<file path="config.mk">
export PLATFORM = sky130hd
export DESIGN_NAME = cfs_supervisor
export DESIGN_NICKNAME = d
export VERILOG_FILES = /design/src/cfs_pkg.sv /design/src/cfs_supervisor.sv /design/src/cfs_out_sel.sv
export SDC_FILE = /design/constraint.sdc
export NUM_CORES = 1
export LEC_CHECK = 0
export ABC_AREA = 1
export BUFFER_PORTS_ARGS = -buffer_cell sky130_fd_sc_hd__buf_2
export CORE_MARGIN = 3
export CORE_UTILIZATION = 33
export CTS_CLUSTER_SIZE = 10
export DETAILED_ROUTE_END_ITERATION = 6
export PLACE_DENSITY = 0.7
export SYNTH_ARGS = -nofsm -noshare
export SYNTH_HDL_FRONTEND = slang
export SYNTH_SLANG_ARGS = --single-unit
</file>
<file path="constraint.sdc">
create_clock -name CLK_I -period 1.1 [get_ports CLK_I]
set_input_delay 0.11 -clock CLK_I [delete_from_list [all_inputs] [get_ports CLK_I]]
set_output_delay 0.11 -clock CLK_I [all_outputs]
set_load 0.02 [all_outputs]
</file>
<file path="src/cfs_pkg.sv">
package cfs_pkg;
  // Setting widths and ranges
  localparam int unsigned FUNC_W = 5;
  localparam logic [FUNC_W-1:0] FUNC_MAX       = 5'h12; // 18
  localparam logic [FUNC_W-1:0] FUNC_FAULT_OUT = 5'h11; // 17
  localparam logic [FUNC_W-1:0] FUNC_FAN_ALARM = 5'h12; // 18
  localparam logic [FUNC_W-1:0] TERM_RESET     = 5'h0c; // 12
  localparam logic [FUNC_W-1:0] RELAY_RESET    = 5'h11; // 17
  // Fan control modes
  localparam logic MODE_ALWAYS = 1'b0;
  localparam logic MODE_LINKED = 1'b1;
  // Fan trip actions
  localparam logic TRIP_CONTINUE = 1'b0;
  localparam logic TRIP_STOP     = 1'b1;
  // Fan controller states
  typedef enum logic [1:0] {CFS_OFF, CFS_ON} cfs_fan_state_t;
endpackage

</file>
<file path="src/cfs_supervisor.sv">
`timescale 1ns/1ps
// Contract
// - Fan control mode is one setting, 0 always-on, 1 run-linked.
// - Mode 0 turns the fan on at power up, ignoring run command.
// - Mode 0 turns fan off only on main circuit undervoltage.
// - Mode 1 starts fan only with power present and either run asserted or heatsink over temperature.
// - Mode 1 stops fan when run is off and output shut off.
// - Mode 1 keeps fan on while heatsink is over temperature.
// - Fan trip action setting: 0 continue, 1 stop.
// - Trip action 0 never stops the drive on a fan trip.
// - Output function 18 drives the fan fault alarm under trip action 0.
// - Trip action 1 stops the drive and shows a fan fault.
// - Output function 17 signals general fault when fan fault stops drive.
// - Output terminal function ranges 0 to 18, resets to 12.
// - Relay function ranges 0 to 18, resets to 17.
module cfs_supervisor
  import cfs_pkg::*;
(
  // Clock and reset
  input  wire logic                      CLK_I,
  input  wire logic                      RST_I,
  // Settings and fault clear
  input  wire logic                      FAN_MODE_WR_I,
  input  wire logic                      FAN_MODE_I,
  input  wire logic                      TRIP_ACTION_WR_I,
  input  wire logic                      TRIP_ACTION_I,
  input  wire logic                      TERM_FUNC_WR_I,
  input  wire logic [cfs_pkg::FUNC_W-1:0] TERM_FUNC_I,
  input  wire logic                      RELAY_FUNC_WR_I,
  input  wire logic [cfs_pkg::FUNC_W-1:0] RELAY_FUNC_I,
  input  wire logic                      FAULT_CLR_I,
  // Drive status
  input  wire logic                      RUN_CMD_I,
  input  wire logic                      OUT_SHUTOFF_I,
  input  wire logic                      UNDERVOLT_I,
  input  wire logic                      HEATSINK_HOT_I,
  input  wire logic                      FAN_FAULT_I,
  // Setting readback
  output logic                           FAN_MODE_O,
  output logic                           TRIP_ACTION_O,
  output logic      [cfs_pkg::FUNC_W-1:0] TERM_FUNC_O,
  output logic      [cfs_pkg::FUNC_W-1:0] RELAY_FUNC_O,
  // Actions
  output logic                           FAN_ON_O,
  output logic                           RUN_STOP_REQ_O,
  output logic                           FAN_FAULT_DISP_O,
  output logic                           FAN_ALARM_O,
  output logic                           TERM_OUT_O,
  output logic                           RELAY_OUT_O
);
  import cfs_pkg::*;

  logic           hot;
  logic           fan_flt;
  cfs_fan_state_t state;
  cfs_fan_state_t next_state;
  logic           trip;

  // Status flags taken each cycle, synchronous inputs
  always_ff @(posedge CLK_I or posedge RST_I) begin
    if (RST_I) begin
      hot     <= 1'b0;
      fan_flt <= 1'b0;
    end else begin
      hot     <= HEATSINK_HOT_I;
      fan_flt <= FAN_FAULT_I;
    end
  end

  // Single-bit mode settings; 1-bit width keeps range legal
  always_ff @(posedge CLK_I or posedge RST_I) begin
    if (RST_I) begin
      FAN_MODE_O    <= MODE_ALWAYS;
      TRIP_ACTION_O <= TRIP_CONTINUE;
    end else begin
      if (FAN_MODE_WR_I) begin
        FAN_MODE_O <= FAN_MODE_I;
      end
      if (TRIP_ACTION_WR_I) begin
        TRIP_ACTION_O <= TRIP_ACTION_I;
      end
    end
  end

  // Fan demand in each mode
  wire power_ok   = ~UNDERVOLT_I;
  wire link_start = power_ok & (RUN_CMD_I | hot);
  wire link_stop  = ~RUN_CMD_I & OUT_SHUTOFF_I & ~hot;
  wire mode_link  = (FAN_MODE_O == MODE_LINKED);

  // Fan state machine; undervoltage always wins as power is gone
  always_comb begin
    next_state = state;
    case (state)
      CFS_OFF: begin
        if (!mode_link && power_ok) begin
          next_state = CFS_ON;
        end else if (mode_link && link_start) begin
          next_state = CFS_ON;
        end
      end
      CFS_ON: begin
        if (UNDERVOLT_I) begin
          next_state = CFS_OFF;
        end else if (mode_link && link_stop) begin
          next_state = CFS_OFF;
        end
      end
      default: next_state = CFS_OFF;
    endcase
  end

  always_ff @(posedge CLK_I or posedge RST_I) begin
    if (RST_I) begin
      state <= CFS_OFF;
    end else begin
      state <= next_state;
    end
  end

  // Trip latch: held until cleared, a new fault beats the clear
  wire stop_sel   = (TRIP_ACTION_O == TRIP_STOP);
  wire next_trip  = (fan_flt & stop_sel) | (trip & ~FAULT_CLR_I);
  wire next_fan   = (next_state == CFS_ON);

  always_ff @(posedge CLK_I or posedge RST_I) begin
    if (RST_I) begin
      trip             <= 1'b0;
      FAN_ON_O         <= 1'b0;
      RUN_STOP_REQ_O   <= 1'b0;
      FAN_FAULT_DISP_O <= 1'b0;
      FAN_ALARM_O      <= 1'b0;
    end else begin
      trip             <= next_trip;
      FAN_ON_O         <= next_fan;
      RUN_STOP_REQ_O   <= next_trip;
      FAN_FAULT_DISP_O <= next_trip;
      FAN_ALARM_O      <= fan_flt;
    end
  end

  // Alarm only meaningful while running on; general fault on trip
  wire alarm_src = fan_flt & ~stop_sel;

  // Output terminal, resets to 12
  cfs_out_sel #(.W(FUNC_W), .RESET(TERM_RESET)) u_term (
    .clk_i   (CLK_I),
    .rst_i   (RST_I),
    .wr_i    (TERM_FUNC_WR_I),
    .func_i  (TERM_FUNC_I),
    .fault_i (trip),
    .alarm_i (alarm_src),
    .func_o  (TERM_FUNC_O),
    .pin_o   (TERM_OUT_O)
  );

  // Relay, resets to 17
  cfs_out_sel #(.W(FUNC_W), .RESET(RELAY_RESET)) u_relay (
    .clk_i   (CLK_I),
    .rst_i   (RST_I),
    .wr_i    (RELAY_FUNC_WR_I),
    .func_i  (RELAY_FUNC_I),
    .fault_i (trip),
    .alarm_i (alarm_src),
    .func_o  (RELAY_FUNC_O),
    .pin_o   (RELAY_OUT_O)
  );
endmodule // cfs_supervisor

</file>
<file path="src/cfs_out_sel.sv">
`timescale 1ns/1ps
// One configurable output: latches its function code and drives the pin
module cfs_out_sel #(
  parameter int unsigned       W     = 5,
  parameter logic [W-1:0]      RESET = '0
) (
  // Clock and reset
  input  wire logic         clk_i,
  input  wire logic         rst_i,
  // Setting
  input  wire logic         wr_i,
  input  wire logic [W-1:0] func_i,
  // Sources
  input  wire logic         fault_i,
  input  wire logic         alarm_i,
  // Results
  output logic      [W-1:0] func_o,
  output logic              pin_o
);
  import cfs_pkg::*;

  wire          in_range = (func_i <= W'(FUNC_MAX));
  wire          sel_flt  = (func_o == W'(FUNC_FAULT_OUT));
  wire          sel_alm  = (func_o == W'(FUNC_FAN_ALARM));
  wire          next_pin = (sel_flt & fault_i) | (sel_alm & alarm_i);

  // Out-of-range writes are dropped so the code stays legal
  always_ff @(posedge clk_i or posedge rst_i) begin
    if (rst_i) begin
      func_o <= RESET;
      pin_o  <= 1'b0;
    end else begin
      if (wr_i && in_range) begin
        func_o <= func_i;
      end
      pin_o <= next_pin;
    end
  end
endmodule // cfs_out_sel

</file>
Word-level counts from Yosys, hierarchy flattened
Index checks and enable logic that the tools add are counted.
W data, S select, Z words.
{ "word_totals": {"reg_bits": 21, "latchBits": 0, "ram_bits": 0, "rom_bits": 0, "output_inout_bits": 18, "n_memories": 0} }
{ "op_classes": {"addsub": 0, "mul": 0, "div": 0, "n_lt_le_gt_ge": 2, "eq_ne": 6, "n_shift": 0, "n_mux": 5, "n_bitwise": 19, "n_reduce_logical": 7} }
{ "op_table": {"columns": ["op", "count"], "rows": [
  ["$eq A5 B5 Y1 const B", 4],
  ["$and A1 B1 Y1", 10],
  ["$le A5 B5 Y1 const B", 2],
  ["$mux W2", 4],
  ["$logic_and A1 B1 Y1", 5],
  ["$not A1 Y1", 5],
  ["$eq A2 B1 Y1 const B", 2],
  ["$or A1 B1 Y1", 4],
  ["$pmux W2 S2", 1],
  ["$logic_not A2 Y1", 1],
  ["$logic_not A1 Y1", 1]
]} }

Depth between registers and ports, before layout
{ "depth": {"word_depth": 8, "depth_mapped": 6} }

By module
From an unflattened synthesis, not the netlist that was laid out.
{ "hier_totals": {"cells_unflattened": 97, "hier_area_um2": 873.3} }
{ "by_module_without_submodules": {"columns": ["mod", "instances", "cells_per_inst", "area_per_inst_um2"], "rows": [
  ["cfs_out_sel", 2, 33, 276.5],
  ["cfs_supervisor", 1, 31, 320.3]
]} }

Worst setup path after synthesis
No wires, ideal clock.
{ "synth_timing": {"kind": "reg-to-reg", "from": "register FAN_MODE_O", "to": "register FAN_ON_O", "t_arrival_ps": 799, "slack_ps": 187, "stages_incl_launch_ff": 6, "period_less_slack_ps": 913, "path_cell_list": "dfrtp_1 inv_1 nor3_1 o21ai_0 nand2_1 inv_1"} }
{ "synth_between": {"elab_chain_cells": 5, "elab_cells_between_ends": 10, "cone_classes": "eq/ne (1); mux (5); reduce/logical (4)"} }
{ "synth_lines": {"columns": ["element", "line_no", "source"], "rows": [
  ["start: declaration", "cfs_supervisor.sv:39", "output logic FAN_MODE_O,"],
  ["start signal: assignment", "cfs_supervisor.sv:73", "FAN_MODE_O <= MODE_ALWAYS;"],
  ["start signal: assignment", "cfs_supervisor.sv:77", "FAN_MODE_O <= FAN_MODE_I;"],
  ["$logic_and A1 B1 Y1, or another cell as far along", "cfs_supervisor.sv:105", "end else if (mode_link && link_stop) begin"],
  ["$mux W2, or another cell as far along", "cfs_supervisor.sv:105", null],
  ["$mux W2 (on tied branches)", "cfs_supervisor.sv:103, cfs_supervisor.sv:96", null],
  ["$pmux W2 S2 (*)", "cfs_supervisor.sv:94", "case (state)"],
  ["$eq A2 B1 Y1 (*)", "cfs_supervisor.sv:124", "wire next_fan = (next_state == CFS_ON);"],
  ["net next_fan", "cfs_supervisor.sv:124", null],
  ["end signal: assignment", "cfs_supervisor.sv:135", "FAN_ON_O <= next_fan;"],
  ["end: declaration", "cfs_supervisor.sv:44", "output logic FAN_ON_O,"]
]} }
The timed path passes the listed nets; every way through them passes the cells marked *.
A chain may end at the register's enable or synchronous reset.

Final worst setup path
{ "layout_timing": {"from": "register u_relay.func_o[0]", "to": "output port RELAY_FUNC_O[0] (netlist name)"} }
{ "layout_rtl": {"columns": ["element", "line_no", "source"], "rows": [
  ["start: declaration", "cfs_out_sel.sv:17", "output logic [W-1:0] func_o,"],
  ["start signal: assignment", "cfs_out_sel.sv:34", "func_o <= func_i;"],
  ["end: declaration", "cfs_supervisor.sv:42", "output logic [cfs_pkg::FUNC_W-1:0] RELAY_FUNC_O,"]
]} }
No word-level cell between the ends.

==> summary.txt <==
sequential fraction of the synthesis area: 60.4%
adder-cell share of the synthesized area: 0%
Die Y: 57.6 um
power density over the cells: 1380 nW/um2
synthesis-stage register bit count: 21
part of the cycle the worst path needs: 98.3%
Mapped Cells: 94
H-tree depth: 1
largest family of logic cells by synthesized area: simple AND/OR/NAND/NOR gates
Rows: 18
Final Core Density: 50.1%
drt drc: 0
final std cells w/o fill: 178
core area: 2500 um2
CP top delay family: flip-flops
Routed WL: 2.00 mm
antenna violations before repair: 0
Slowest cell on crit path: dfstp_2
Clock Sinks: 21
die width: 57.6 um
first-pass GRT wire length: 3.37 mm
DRT iter0 DRCs: 1
Port Buffers: 41
CP startpoint kind: flip-flop
Slew Viols, Final: 0
worst-case clock buffer depth: 2
gpl congestion: 0.701
fillers: 242
peak supply drop: 663 uV
most frequent cells in the layout: buf_2, nand2_1, dfrtp_1
post-synth top area share: 48.4%
CP Capture Type: output pin
Antenna diodes: 0
CTS tree: built
syn nets: 118
Via density: 4.43
HPWL Detailed: 1.47 mm
Synth Area in XOR/XNOR: 0%
RSZ-0062 raised after global routing: yes
post-synthesis simple-gate area fraction: 29.3%
cell depth of the worst setup path: 1
GRT Residual Overflow: 0
total chip power: 0.00173 W
crit path cell chain: buf_6
# IOs: 42
Area contributors post-synth: dfrtp_1, nand2_1, dfstp_2, nand3_1, nand2_4
synth warn: 0
# setup viols final: 0
placed insts: 165
Reg2Reg Depth: 4
max-cap violations: 0
Nets: 173
critical-path maximum fanout: 2
Final Critical Period: 1080 ps
Hold Path Depth: 2
synth unique cells: 17
Worst path max stage delay: 560 ps
HP Class: in2reg
GRT Total Usage: 13.2%
critical path buffer and inverter count: 1
largest net degree at the start of global routing: 22
CTS buffer count: 3
Worst-path clk slew: 110 ps
syn avg cell area: 9.34 um2
DR WL/cell: 11.2 um
Pre-antenna DRT Iters: 3
commonest non-fill, non-tap cell in the layout: buf_2
Initial Util: 35.1%
status: finished clean
signal arrival time at the worst endpoint: 970 ps
leakage: 0.703 nW
total number of vias: 788
Synth Area in Compound Gates: 5.13%
CTS root buffer: clkbuf_4
share of cells above drive strength 1: 41.9%
WS Path Type: reg2out
fmax: 0.925 GHz
hold violation count in the final report: 0
Critical Path RT: 990 ps
vias in the first global route: 810
Post-Route Skew: 1.82 ps
post-synthesis mux area share: 0%
post-synthesis cell area: 878 um2
cell taking the most area after synthesis: dfrtp_1
Layout area overhead: 42.6%
clock latency on the worst-skew pair: 290 ps
Total Die Area: 3320 um2
Final ANT Viol Nets: 0
[through the flow]
| stage | worst slack [ps] | hold WS [ps] | TNS [ps] | instance area, um2 |
|---|---|---|---|---|
| after CTS | 3.36 | 4.78 | 0 | 1240 |
| after global placement | 249 | 150 | 0 | 1120 |
| after floorplan | 187 | 83.6 | 0 | 878 |
| after global routing | -24.1 | 11.4 | -57.8 | 1250 |
| after detailed placement | 229 | 153 | 0 | 1120 |
| final | 19.2 | 18.5 | 0 | 1250 |
[power by group]
| part | switching [W] | total (W) | internal, W |
|---|---|---|---|
| sequential | 0.0000612 | 0.000924 | 0.000863 |
| clock | 0.000212 | 0.000353 | 0.000141 |
| combinational | 0.000255 | 0.000454 | 0.000199 |
| total | 0.000528 | 0.00173 | 0.00120 |
[path summary, 6_finish.rpt]
kind / from / endpoint / slack (ps)
min in group asynchronous: RST_I / state[0]$_DFF_PP0_ / 370
worst max register to register: u_relay.func_o[0]$_DFFE_PP1P_ / u_relay.pin_o$_DFF_PP0_ / 120
max in group asynchronous: RST_I / u_term.func_o[3]$_DFFE_PP1P_ / 460
worst min-delay path: FAN_MODE_WR_I / FAN_MODE_O$_DFFE_PP0P_ / 20
worst min register to register: fan_flt$_DFF_PP0_ / FAN_ALARM_O$_DFF_PP0_ / 430
worst max-delay path: u_relay.func_o[0]$_DFFE_PP1P_ / RELAY_FUNC_O[0] / 20
[cells in the mapped netlist]
library cell and instances:
conb_1 1, nand2_2 2, o21ai_1 1, nor2_2 2, nor2_1 5, o21bai_1 1, inv_2 1, inv_1 8
a21o_1 1, nand2_4 4, o21ai_0 5, nand3_1 11, buf_4 1, dfstp_2 4, dfrtp_1 17, nor3_1 1
nand2_1 29
[state kept, by name (all words and copies together), names as in the netlist]
name,cells
trip,1
fan_flt,1
hot,1
u_relay.pin_o,1
u_relay.func_o,5
FAN_ON_O,1
TRIP_ACTION_O,1
u_term.func_o,5
state,2
FAN_MODE_O,1
FAN_ALARM_O,1
u_term.pin_o,1
[cell families after synthesis]
family                 Yosys count
AO/OA/AOI/OAI                    8
AND/OR/NAND/NOR                 54
flip-flops                      21
other                            1
buffers and inverters           10
[final cells by class]
type	count	area [um2]	share of cell area (%)
Sequential cell	21	531	42.4
Timing Repair Buffer	51	318	25.4
Multi-Input combinational cell	63	307	24.5
Tap cell	30	37.5	3.00
Inverter	9	33.8	2.70
Clock buffer	4	26.3	2.10
[metal layers]
| layer | part of all wire, % | track usage (%) | up-vias |
|---|---|---|---|
| met2 | 53 | 24.4 | 24 |
| met1 | 40 | 15.1 | 359 |
| met3 | 6.8 | 2.26 | 0 |
| met5 | 0 | 0 | - |
| met4 | 0 | 4.97 | 0 |
| li1 | - | - | 405 |
[timing repair]
item / 4_1_cts / 5_1_grt
setup buffers: 4 / 0
endpoints found under the hold margin: 21 / 0
gates resized for setup: 6 / 2
hold buffers: 5 / 0
setup endpoints to repair: 4 / 4
Power figures use the tool's default switching activity.
